`src/inc/rsi_pkg.sv`:
```
package rsi_pkg;
  // ****************************************
  // bus and command carriers
  // ****************************************
  typedef struct packed {
    logic [7:0] awaddr;
    logic awvalid;
    logic [31:0] wdata;
    logic [3:0] wstrb;
    logic wvalid;
    logic bready;
    logic [7:0] araddr;
    logic arvalid;
    logic rready;
  } rsi_axi_req_t;

  typedef struct packed {
    logic awready;
    logic wready;
    logic [1:0] bresp;
    logic bvalid;
    logic arready;
    logic [31:0] rdata;
    logic [1:0] rresp;
    logic rvalid;
  } rsi_axi_rsp_t;

  typedef struct packed {
    logic [7:0] code;
    logic [31:0] param;
  } rsi_cmd_t;

  // ****************************************
  // exposure sequencer states
  // ****************************************
  typedef enum logic [9:0] {
    ST_IDLE = 10'h001,
    ST_FLUSH = 10'h002,
    ST_LEDON = 10'h004,
    ST_EXPOSE = 10'h008,
    ST_LEDOFF = 10'h010,
    ST_BOOK = 10'h020,
    ST_ROSTART = 10'h040,
    ST_ROWAIT = 10'h080,
    ST_SYNC = 10'h100,
    ST_SWAP = 10'h200
  } rsi_state_t;

  // ****************************************
  // register offsets, byte addresses
  // ****************************************
  localparam logic [7:0] OFF_CTRL = 8'h00;
  localparam logic [7:0] OFF_STATUS = 8'h04;
  localparam logic [7:0] OFF_ID_MIRROR = 8'h08;
  localparam logic [7:0] OFF_LOOP_COMP = 8'h0c;
  localparam logic [7:0] OFF_EXPOSE_CFG = 8'h10;
  localparam logic [7:0] OFF_REPEAT_CFG = 8'h14;
  localparam logic [7:0] OFF_SCIENCE_CFG = 8'h18;
  localparam logic [7:0] OFF_MIRROR_POS = 8'h1c;

  localparam logic [1:0] RESP_OKAY = 2'h0;
  localparam logic [1:0] RESP_SLVERR = 2'h2;

  // ****************************************
  // reset values of configuration words
  // ****************************************
  localparam logic [31:0] RST_ID_MIRROR = 32'h0000_0000;
  localparam logic [31:0] RST_LOOP_COMP = 32'h0000_0001;
  localparam logic [31:0] RST_EXPOSE_CFG = 32'h0f01_0001;
  localparam logic [31:0] RST_REPEAT_CFG = 32'h0023_0001;
  localparam logic [31:0] RST_SCIENCE_CFG = 32'h0000_0000;

  // ****************************************
  // command codes
  // ****************************************
  localparam logic [7:0] CMD_FLAT_FIELD = 8'h8e;
  localparam logic [7:0] CMD_LOOP_BACK = 8'h89;
  localparam logic [7:0] CAMERA_FIRST = 8'h40;
  localparam logic [7:0] CAMERA_LAST = 8'h4f;
  localparam logic [7:0] MECH_FIRST = 8'h50;
  localparam logic [7:0] MECH_LAST = 8'h6f;
  localparam logic [7:0] CAMERA_GEN_START = 8'h42;
  localparam logic [7:0] CAMERA_GEN_DUMP = 8'h43;
  localparam logic [7:0] CAMERA_GEN_UPLOAD = 8'h46;
  localparam logic [7:0] CAMERA_HK_REQ = 8'h47;
  localparam logic [7:0] CAMERA_AE_HK_REQ = 8'h49;
  localparam logic [7:0] MECH_ARM = 8'h5d;
  localparam logic [7:0] MECH_DISARM = 8'h56;
  localparam logic [7:0] MECH_FIRE = 8'h5e;
  localparam logic [7:0] MECH_DUMP = 8'h64;
  localparam logic [7:0] MECH_UPLOAD = 8'h63;
  localparam logic [7:0] MECH_HK_REQ = 8'h60;

  // ****************************************
  // timing
  // ****************************************
  localparam int unsigned CLK_PERIOD_NS = 10;
  localparam int unsigned EXP_UNIT_MS = 10;
  localparam int unsigned EXP_UNIT_CYCLES = EXP_UNIT_MS * 1000000 / CLK_PERIOD_NS;
endpackage : rsi_pkg

```
`src/verilog/rsi_cmd_filter.sv`:
```
// ****************************************
// sequence command classifier
// ****************************************
module rsi_cmd_filter (
  input logic [7:0] code,
  output logic toMech,
  output logic excluded,
  output logic forward
);
  logic isCamera;
  logic isMech;

  // subsystem ranges
  assign isCamera = (code >= rsi_pkg::CAMERA_FIRST) && (code <= rsi_pkg::CAMERA_LAST);
  assign isMech = (code >= rsi_pkg::MECH_FIRST) && (code <= rsi_pkg::MECH_LAST);
  assign toMech = isMech;

  // ground-only and internally handled codes never leave a sequence
  always_comb begin
    unique case (code)
      rsi_pkg::CAMERA_GEN_START, rsi_pkg::CAMERA_GEN_DUMP, rsi_pkg::CAMERA_GEN_UPLOAD,
      rsi_pkg::CAMERA_HK_REQ, rsi_pkg::CAMERA_AE_HK_REQ: excluded = 1'b1;
      rsi_pkg::MECH_ARM, rsi_pkg::MECH_DISARM, rsi_pkg::MECH_FIRE,
      rsi_pkg::MECH_DUMP, rsi_pkg::MECH_UPLOAD, rsi_pkg::MECH_HK_REQ: excluded = 1'b1;
      default: excluded = 1'b0;
    endcase
  end

  assign forward = (isCamera || isMech) && !excluded;
endmodule : rsi_cmd_filter

```
`src/verilog/rsi_interpreter.sv`:
```
// How it works
// - flat field: flush, LEDs, wait, off, read-out, swap
// - forward camera commands except excluded codes
// - never forward excluded mechanism commands
// - compression zero means data bypass
// - exposures per position low nibble, one to eight; the code takes any value up to fifteen
// - compensation byte: top bit direction, low seven bits step count
// - compensation once every skip rasters
// - mirror advances by step size; zero stays
// - mirror step overlaps CCD read-out
// - step only after last exposure of set
// - four read-out node enable bits
// - steer pixels to enabled buffer segments
// - repeats decrement; nonzero re-enters raster
// - science byte bits enable four triggers
// - copy binning flags into science packets
// - exposure time counts ten millisecond units
module rsi_interpreter #(
  parameter int unsigned TICK_CYCLES = rsi_pkg::EXP_UNIT_CYCLES
) (
  input logic mclk,
  input logic reset_n,
  input rsi_pkg::rsi_axi_req_t axiReq,
  output rsi_pkg::rsi_axi_rsp_t axiRsp,
  input logic cmdValid,
  output logic cmdReady,
  input rsi_pkg::rsi_cmd_t cmdIn,
  output logic fwdValid,
  input logic fwdReady,
  output rsi_pkg::rsi_cmd_t fwdCmd,
  output logic fwdToMech,
  output logic flushReq,
  output logic [7:0] flushCount,
  output logic [3:0] flushSeqId,
  input logic flushDone,
  output logic [1:0] ledOn,
  output logic roStart,
  output logic [3:0] roSeqId,
  input logic roDone,
  output logic acqSync,
  output logic bufSel,
  output logic mirrorStep,
  output logic [15:0] mirrorDelta,
  output logic compStep,
  output logic compBackward,
  output logic [6:0] compSteps,
  output logic jumpLoop,
  output logic jumpRaster,
  output logic rasterEnd,
  input logic pixValid,
  input logic [1:0] pixNode,
  output logic [3:0] segWrite,
  output logic compressBypass,
  output logic binX,
  output logic binY,
  output logic trigExtFlare,
  output logic trigAutoExp,
  output logic trigEvent,
  output logic trigIntFlare
);
  // ****************************************
  // state
  // ****************************************
  typedef struct packed {
    rsi_pkg::rsi_state_t st;
    logic bvalid;
    logic [1:0] bresp;
    logic rvalid;
    logic [1:0] rresp;
    logic [31:0] rdata;
    logic [31:0] cfgId;
    logic [31:0] cfgLoop;
    logic [31:0] cfgExp;
    logic [31:0] cfgRep;
    logic [31:0] cfgSci;
    logic running;
    logic err;
    logic done;
    logic [15:0] loopsLeft;
    logic [11:0] repLeft;
    logic [7:0] skipCnt;
    logic [3:0] expIdx;
    logic [15:0] mirrorPos;
    logic [15:0] expCount;
    logic [15:0] expUnits;
    logic [31:0] tick;
    logic [1:0] ledSel;
    logic [1:0] ledOut;
    rsi_pkg::rsi_cmd_t fwdCmd;
    logic fwdValid;
    logic fwdToMech;
    logic flushReq;
    logic roStart;
    logic acqSync;
    logic bufSel;
    logic mirrorStep;
    logic compStep;
    logic jumpLoop;
    logic jumpRaster;
    logic rasterEnd;
    logic [3:0] segWrite;
  } rsi_main_t;

  rsi_main_t s;
  rsi_main_t next_s;
  logic take;
  logic isMech;
  logic excl;
  logic fwdOk;
  logic wrTake;
  logic lastExp;

  // merge a write under its byte strobes
  function automatic logic [31:0] rsi_merge(input logic [31:0] old, input logic [31:0] data,
                                            input logic [3:0] strb);
    logic [31:0] r;
    r = old;
    for (int i = 0; i < 4; i++) begin
      if (strb[i]) begin
        r[i*8 +: 8] = data[i*8 +: 8];
      end
    end
    return r;
  endfunction : rsi_merge

  rsi_cmd_filter u_filter (
    .code(cmdIn.code),
    .toMech(isMech),
    .excluded(excl),
    .forward(fwdOk)
  );

  // ****************************************
  // handshakes and decoded outputs
  // ****************************************
  // one write at a time; address and data are taken in the same edge
  assign wrTake = axiReq.awvalid && axiReq.wvalid && !s.bvalid;
  assign axiRsp.awready = wrTake;
  assign axiRsp.wready = wrTake;
  assign axiRsp.bvalid = s.bvalid;
  assign axiRsp.bresp = s.bresp;
  assign axiRsp.arready = !s.rvalid;
  assign axiRsp.rvalid = s.rvalid;
  assign axiRsp.rdata = s.rdata;
  assign axiRsp.rresp = s.rresp;
  // a pending forward stalls the sequence rather than being overwritten
  assign cmdReady = (s.st == rsi_pkg::ST_IDLE) && !s.fwdValid;
  assign take = cmdValid && cmdReady;
  // values above eight are out of range; zero behaves as one
  assign lastExp = ({1'b0, s.expIdx} + 5'h01) >= {1'b0, s.cfgExp[3:0]};

  assign fwdValid = s.fwdValid;
  assign fwdCmd = s.fwdCmd;
  assign fwdToMech = s.fwdToMech;
  assign flushReq = s.flushReq;
  assign flushCount = s.cfgRep[31:24];
  assign flushSeqId = s.cfgRep[23:20];
  assign roSeqId = s.cfgRep[19:16];
  assign ledOn = s.ledOut;
  assign roStart = s.roStart;
  assign acqSync = s.acqSync;
  assign bufSel = s.bufSel;
  assign mirrorStep = s.mirrorStep;
  assign mirrorDelta = s.cfgSci[31:16];
  assign compStep = s.compStep;
  assign compBackward = s.cfgExp[15];
  assign compSteps = s.cfgExp[14:8];
  assign jumpLoop = s.jumpLoop;
  assign jumpRaster = s.jumpRaster;
  assign rasterEnd = s.rasterEnd;
  assign segWrite = s.segWrite;
  assign compressBypass = (s.cfgLoop[31:16] == 16'h0000);
  assign binX = s.cfgSci[8];
  assign binY = s.cfgSci[9];
  assign trigExtFlare = s.cfgSci[2];
  assign trigAutoExp = s.cfgSci[3];
  assign trigEvent = s.cfgSci[4];
  assign trigIntFlare = s.cfgSci[5];

  // ****************************************
  // next state
  // ****************************************
  always_comb begin
    next_s = s;
    next_s.flushReq = 1'b0;
    next_s.roStart = 1'b0;
    next_s.acqSync = 1'b0;
    next_s.mirrorStep = 1'b0;
    next_s.compStep = 1'b0;
    next_s.jumpLoop = 1'b0;
    next_s.jumpRaster = 1'b0;
    next_s.rasterEnd = 1'b0;
    // register bus write, before hardware sets so that sets win
    if (s.bvalid && axiReq.bready) begin
      next_s.bvalid = 1'b0;
    end
    if (wrTake) begin
      next_s.bvalid = 1'b1;
      next_s.bresp = rsi_pkg::RESP_OKAY;
      unique case (axiReq.awaddr & 8'hfc)
        rsi_pkg::OFF_CTRL: begin
          if (axiReq.wstrb[0] && axiReq.wdata[0]) begin
            next_s.running = 1'b1;
            next_s.done = 1'b0;
            next_s.loopsLeft = s.cfgLoop[15:0];
            next_s.repLeft = s.cfgRep[11:0];
            next_s.skipCnt = 8'h00;
            next_s.expIdx = 4'h0;
            next_s.mirrorPos = s.cfgId[31:16];
          end
          if (axiReq.wstrb[0] && axiReq.wdata[1]) begin
            next_s.running = 1'b0;
          end
        end
        rsi_pkg::OFF_STATUS: begin
          if (axiReq.wstrb[0]) begin
            next_s.err = s.err && !axiReq.wdata[1];
            next_s.done = s.done && !axiReq.wdata[2];
          end
        end
        rsi_pkg::OFF_ID_MIRROR: next_s.cfgId = rsi_merge(s.cfgId, axiReq.wdata, axiReq.wstrb);
        rsi_pkg::OFF_LOOP_COMP: next_s.cfgLoop = rsi_merge(s.cfgLoop, axiReq.wdata, axiReq.wstrb);
        rsi_pkg::OFF_EXPOSE_CFG: next_s.cfgExp = rsi_merge(s.cfgExp, axiReq.wdata, axiReq.wstrb);
        rsi_pkg::OFF_REPEAT_CFG: next_s.cfgRep = rsi_merge(s.cfgRep, axiReq.wdata, axiReq.wstrb);
        rsi_pkg::OFF_SCIENCE_CFG: next_s.cfgSci = rsi_merge(s.cfgSci, axiReq.wdata, axiReq.wstrb);
        rsi_pkg::OFF_MIRROR_POS: next_s.bresp = rsi_pkg::RESP_OKAY;
        default: next_s.bresp = rsi_pkg::RESP_SLVERR;
      endcase
    end
    // register bus read, one cycle after the address is taken
    if (s.rvalid && axiReq.rready) begin
      next_s.rvalid = 1'b0;
    end
    if (axiReq.arvalid && !s.rvalid) begin
      next_s.rvalid = 1'b1;
      next_s.rresp = rsi_pkg::RESP_OKAY;
      unique case (axiReq.araddr & 8'hfc)
        rsi_pkg::OFF_CTRL: next_s.rdata = 32'h0000_0000;
        rsi_pkg::OFF_STATUS: next_s.rdata = {12'h000, s.repLeft, s.expIdx, 1'b0, s.done,
                                             s.err, s.running};
        rsi_pkg::OFF_ID_MIRROR: next_s.rdata = s.cfgId;
        rsi_pkg::OFF_LOOP_COMP: next_s.rdata = s.cfgLoop;
        rsi_pkg::OFF_EXPOSE_CFG: next_s.rdata = s.cfgExp;
        rsi_pkg::OFF_REPEAT_CFG: next_s.rdata = s.cfgRep;
        rsi_pkg::OFF_SCIENCE_CFG: next_s.rdata = s.cfgSci;
        rsi_pkg::OFF_MIRROR_POS: next_s.rdata = {s.expCount, s.mirrorPos};
        default: begin
          next_s.rdata = 32'h0000_0000;
          next_s.rresp = rsi_pkg::RESP_SLVERR;
        end
      endcase
    end
    // forwarded command holds until the subsystem takes it
    if (s.fwdValid && fwdReady) begin
      next_s.fwdValid = 1'b0;
    end
    // pixel steering into the enabled buffer segments
    next_s.segWrite = pixValid ? (s.cfgExp[27:24] & (4'h1 << pixNode)) : 4'h0;
    // exposure sequencer and command intake
    unique case (s.st)
      rsi_pkg::ST_IDLE: begin
        if (take) begin
          if (cmdIn.code == rsi_pkg::CMD_FLAT_FIELD) begin
            next_s.expUnits = cmdIn.param[15:0];
            next_s.ledSel = cmdIn.param[17:16];
            if (s.cfgRep[31:24] != 8'h00) begin
              next_s.flushReq = 1'b1;
              next_s.st = rsi_pkg::ST_FLUSH;
            end else begin
              next_s.st = rsi_pkg::ST_LEDON;
            end
          end else if (cmdIn.code == rsi_pkg::CMD_LOOP_BACK) begin
            // a loop count of zero is treated as one
            if (s.loopsLeft > 16'h0001) begin
              next_s.loopsLeft = s.loopsLeft - 16'h0001;
              next_s.jumpLoop = 1'b1;
            end else begin
              next_s.rasterEnd = 1'b1;
              if ((s.skipCnt + 8'h01) >= s.cfgExp[23:16]) begin
                next_s.compStep = 1'b1;
                next_s.skipCnt = 8'h00;
              end else begin
                next_s.skipCnt = s.skipCnt + 8'h01;
              end
              if (s.repLeft > 12'h001) begin
                next_s.repLeft = s.repLeft - 12'h001;
                next_s.jumpRaster = 1'b1;
                next_s.loopsLeft = s.cfgLoop[15:0];
                next_s.mirrorPos = s.cfgId[31:16];
                next_s.expIdx = 4'h0;
              end else begin
                next_s.repLeft = 12'h000;
                next_s.running = 1'b0;
                next_s.done = 1'b1;
              end
            end
          end else if (fwdOk) begin
            next_s.fwdValid = 1'b1;
            next_s.fwdCmd = cmdIn;
            next_s.fwdToMech = isMech;
          end else if (excl) begin
            next_s.err = 1'b1;
          end
        end
      end
      rsi_pkg::ST_FLUSH: begin
        if (flushDone) begin
          next_s.st = rsi_pkg::ST_LEDON;
        end
      end
      rsi_pkg::ST_LEDON: begin
        next_s.ledOut = s.ledSel;
        next_s.tick = 32'h0000_0000;
        next_s.st = rsi_pkg::ST_EXPOSE;
      end
      rsi_pkg::ST_EXPOSE: begin
        // each unit of exposure time is a full tick period
        if (s.expUnits == 16'h0000) begin
          next_s.st = rsi_pkg::ST_LEDOFF;
        end else if (s.tick == TICK_CYCLES - 1) begin
          next_s.tick = 32'h0000_0000;
          next_s.expUnits = s.expUnits - 16'h0001;
        end else begin
          next_s.tick = s.tick + 32'h0000_0001;
        end
      end
      rsi_pkg::ST_LEDOFF: begin
        next_s.ledOut = 2'h0;
        next_s.st = rsi_pkg::ST_BOOK;
      end
      rsi_pkg::ST_BOOK: begin
        next_s.expCount = s.expCount + 16'h0001;
        next_s.st = rsi_pkg::ST_ROSTART;
      end
      rsi_pkg::ST_ROSTART: begin
        next_s.roStart = 1'b1;
        // the mirror moves during read-out to hide its settling time
        if (lastExp) begin
          next_s.expIdx = 4'h0;
          next_s.mirrorStep = (s.cfgSci[31:16] != 16'h0000);
          next_s.mirrorPos = s.mirrorPos + s.cfgSci[31:16];
        end else begin
          next_s.expIdx = s.expIdx + 4'h1;
        end
        next_s.st = rsi_pkg::ST_ROWAIT;
      end
      rsi_pkg::ST_ROWAIT: begin
        if (roDone) begin
          next_s.st = rsi_pkg::ST_SYNC;
        end
      end
      rsi_pkg::ST_SYNC: begin
        next_s.acqSync = 1'b1;
        next_s.st = rsi_pkg::ST_SWAP;
      end
      rsi_pkg::ST_SWAP: begin
        next_s.bufSel = !s.bufSel;
        next_s.st = rsi_pkg::ST_IDLE;
      end
      default: next_s.st = rsi_pkg::ST_IDLE;
    endcase
  end

  // ****************************************
  // state register
  // ****************************************
  always_ff @(posedge mclk or negedge reset_n) begin
    if (!reset_n) begin
      s <= '0;
      s.st <= rsi_pkg::ST_IDLE;
      s.cfgId <= rsi_pkg::RST_ID_MIRROR;
      s.cfgLoop <= rsi_pkg::RST_LOOP_COMP;
      s.cfgExp <= rsi_pkg::RST_EXPOSE_CFG;
      s.cfgRep <= rsi_pkg::RST_REPEAT_CFG;
      s.cfgSci <= rsi_pkg::RST_SCIENCE_CFG;
    end else begin
      s <= next_s;
    end
  end
endmodule : rsi_interpreter
```
`config.mk`:
```
export PLATFORM = sky130hd
export DESIGN_NAME = rsi_interpreter
export DESIGN_NICKNAME = d
export VERILOG_FILES = /design/src/inc/rsi_pkg.sv /design/src/verilog/rsi_cmd_filter.sv /design/src/verilog/rsi_interpreter.sv
export SDC_FILE = /design/constraint.sdc
export NUM_CORES = 1
export LEC_CHECK = 0
export ABC_AREA = 1
export BUFFER_PORTS_ARGS = -buffer_cell sky130_fd_sc_hd__buf_2
export CAP_MARGIN = 0
export CELL_PAD_IN_SITES_DETAIL_PLACEMENT = 1
export CELL_PAD_IN_SITES_GLOBAL_PLACEMENT = 1
export CORE_MARGIN = 2
export CORE_UTILIZATION = 33
export DETAILED_ROUTE_END_ITERATION = 7
export GPL_ROUTABILITY_DRIVEN = 0
export HOLD_SLACK_MARGIN = 0.15
export PLACE_DENSITY = 0.66
export SLEW_MARGIN = 20
export SYNTH_ARGS = -nofsm -noshare
export SYNTH_HDL_FRONTEND = slang
export SYNTH_SLANG_ARGS = --single-unit
```
`constraint.sdc`:
```
create_clock -name mclk -period 2.9 [get_ports mclk]
set_input_delay 0.29 -clock mclk [delete_from_list [all_inputs] [get_ports mclk]]
set_output_delay 0.29 -clock mclk [all_outputs]
set_load 0.02 [all_outputs]
```
==> impl_metrics.toml <==
[placement]
dp_hpwl_mm = 64.8
place_ws_ns = 0.268
io_buffer_count = 245

[clock_network]
clk_path_buf_depth = 3
htree_num_levels = 2
cts-root-buf = "clkbuf_16"
cts_buffers = 47
clk_pin_slew_ns = 0.06
clkLatencyLatePin_ns = 0.61
cts_tree = "done"
cts_sinks = 388
postCtsSetupBuffers = 0

[critical_path]
crit_type = "flop to flop"
crit_path_top_delay_cell = "dfrtp_1"
worstRegToRegCells = 15
regToRegEndpoint = "s[145]"
crit_start = "s[145]"
crit_required_ns = 3.41
ff2ff_setup_slack_ns = 0.32
crit_fanout = 5
crit_buf_inv = 2
r2r-start = "s[145]"
critPathLaunchType = "flop"
worstPathArrival_ns = 3.09
crit_chain = "and3_1 > nand3_1 > nor3_1 > xnor2_1 > inv_1 > ha_1 > nand2_1 > nor2_1 > nand2_1 > nand2_1 > a21oi_2 > nand2_1 > clkinv_1 > nand2_1 > nand2_1"
critical-path-top-delay-family = "simple AND/OR/NAND/NOR gates"
crit_path_frequent_cell = "nand2_1"
critPathCapture = "s[145]"
cp_num_cells = 15
cpPeakStageDelay_ns = 0.41
end_kind = "flop"

[routing]
drt_first_iter_violations = 1336
firstDrtPassIters = 5
drt_wl_total_mm = 86.4
drc = 0
ant_nets = 0
vias = 21800
viasPerCell = 5.17
drt-wirelength-per-cell_um = 20.5

[power_and_ir_drop]
p_int_mw = 11.0
power.density_nw_per_um2 = 636
power.switching_mw = 6.05
leakage_nw = 13.7
ir_drop_uv = 443
pwr-share-clk_pct = 36.0
swShare_pct = 35.5
combinationalPowerShare_pct = 26.1
sequentialPowerShare_pct = 37.9

[global_route]
grtUsageMet3_pct = 3.51
grt_pass1_vias = 23000
busiest_layer = "met2"
antenna_found_initial = 1
grt_util_met2_pct = 41.4
met1_usage_pct = 31.6
grt_pass1_wl_mm = 133
grt_max_degree = 72
grt_overflow = 0
grt.total_usage_pct = 24.1

[timing]
period_minus_slack_ns = 2.58
rsz0062_at_grt = "no"
final.setup.tns_ns = 0
max_slew_margin_pct = 51.9
clock.fmax_ghz = 0.387
skew_ns = 0.0294
setup_viol = 0
hold_viol_final = 0
worst_slew_pin_slew_ns = 0.722
drv_slew = 0
fin_crit_sh_pct = 89.1
setup_ws_ns = 0.317

[synth]
synth_area_um2 = 22800
synth_top_family_by_area = "simple AND/OR/NAND/NOR gates"
avgSynthCellArea_um2 = 7.45
yosysMostFrequentCell = "nand2_1"
synth_edf_count = 0
synth_xor_area_share_pct = 2.65
muxShareOfSynthArea_pct = 1.93
synthTopCellsByCount = "848 x nand2_1, 382 x inv_1, 376 x dfrtp_1, 274 x o21ai_0, 244 x nor2_1"
synthCells = 3059
synth.area.top_cells = "dfrtp_1 41%, nand2_1 14%, inv_1 6.3%"
synth-simple-area-share_pct = 27.3
yosysTopAreaCell = "dfrtp_1"
synth-adder-area-share_pct = 2.06
ys_seq_area_share_pct = 42.7
ys.flop_type = "dfrtp_1"
ys_ff_latch = 388
synth_top_area_share_pct = 41.3
ys_warn_count = 0
synth_compound_area_share_pct = 11.1
ys_types = 53
synthArstFlopShare_pct = 100

[finish]
antenna_cells = 0
final-seq-area_um2 = 9720
layout.nets = 3445
multiInputGateArea_um2 = 10300
fillerInstances = 8440
area_growth_pct = 17.7
drive_gt1_share_pct = 15.3

[floorplanning]
rows = 96
die_w_um = 267
core-area_um2 = 68500
io_pins = 252
die_h_um = 267
die-area_um2 = 71200
start_util_pct = 33.3

[run_status]
status = "completed"

[hold_path]
min-delay-start = "axiReq[11]"
hold_class = "primary input to flop"
hold_depth = 5

[flow_run]
maxCapViolations = 0
-- cell usage in the layout (no fill, tap or decap), types with 47 or more instances in the layout --
master	Yosys	routed
nor3_1	51	51
nand2_1	848	848
a21oi_1	72	71
dlygate4sd3_1	0	87
clkbuf_16	0	47
xor2_1	57	57
buf_2	21	244
buf_4	131	63
nand3_1	180	180
o22ai_1	48	48
dfrtp_1	376	376
inv_1	382	382
nor2_1	244	243
o21ai_0	274	274
nand4_1	55	55
-- worst reg2reg max path: cells and delay by family, from the launching register on --
kind,cells,cell delay [ns]
XOR/XNOR,1,0.19
adder cells (fa/ha/maj),1,0.31
AND/OR/NAND/NOR,10,1.31
flip-flops,1,0.41
buffers and inverters,2,0.21
AO/OA/AOI/OAI,1,0.06
-- power groups by stage --
stage / combinational (mW) / sequential [mW] / clock, mW
6_report: 4.46 / 6.47 / 6.14
5_1_grt: 4.98 / 6.54 / 6.49
3_5_place_dp: 4.36 / 6.54 / 0
2_1_floorplan: 3.34 / 6.41 / 0
4_1_cts: 4.47 / 6.46 / 6.30
3_3_place_gp: 4.23 / 6.51 / 0
-- repair_timing --
action	4_1_cts	5_1_grt
gates resized for setup	0	1
hold endpoints to repair	282	0
hold buffers	87	0
endpoints found under the setup margin	0	2
-- sequential cells by signal (all words and copies together), names as in the netlist, 2 cells and up --
signal	cells
axiRsp	36
s	249
compSteps	7
flushCount	8
roSeqId	4
ledOn	2
flushSeqId	4
segWrite	4
mirrorDelta	16
fwdCmd	40
-- layer usage --
layer | vias to the layer above | wire length (µm)
li1 | 10200 | -
met1 | 10900 | 38300
met2 | 603 | 41000
met3 | 138 | 4630
met4 | 0 | 2400
met5 | - | 0
-- per-stage QoR --
| stage | hold WS (ns) | util [%] | instance area, µm² | power [mW] | instances |
|---|---|---|---|---|---|
| global route | 0.217 | 39.2 | 26800 | 18.0 | 4219 |
| CTS | 0.162 | 39.2 | 26800 | 17.2 | 4219 |
| detailed placement | 0.306 | 35.6 | 24400 | 10.9 | 4048 |
| global placement | 0.300 | 35.6 | 24400 | 10.7 | 4048 |
| finish | 0.218 | 39.2 | 26800 | 17.1 | 4219 |
| floorplan | -0.00559 | - | 22800 | 9.75 | 3060 |
-- kinds of logic after synthesis --
group | Yosys count
AND/OR/NAND/NOR | 1454
multiplexers | 39
other | 1
adder cells (fa/ha/maj) | 37
XOR/XNOR | 69
flip-flops | 388
AO/OA/AOI/OAI | 467
buffers and inverters | 604
-- worst min path at each step --
stage	endpoint	slack, ns
after floorplan	acqSync	-0.006
after global placement	segWrite[2]	0.30
after detailed placement	segWrite[3]	0.31
after CTS	axiRsp[38]	0.16
after global routing	axiRsp[38]	0.22
final	axiRsp[38]	0.22
-- cell type report --
type | count | area share (%)
well taps | 882 | 4.11
inverters | 398 | 5.57
flip-flops and latches | 388 | 36.2
clock inverters | 19 | 0.914
clock buffers | 65 | 4.97
multi-input cells | 2068 | 38.3
repair buffers | 399 | 9.92
No activity file was read; power rests on OpenSTA's default activity.
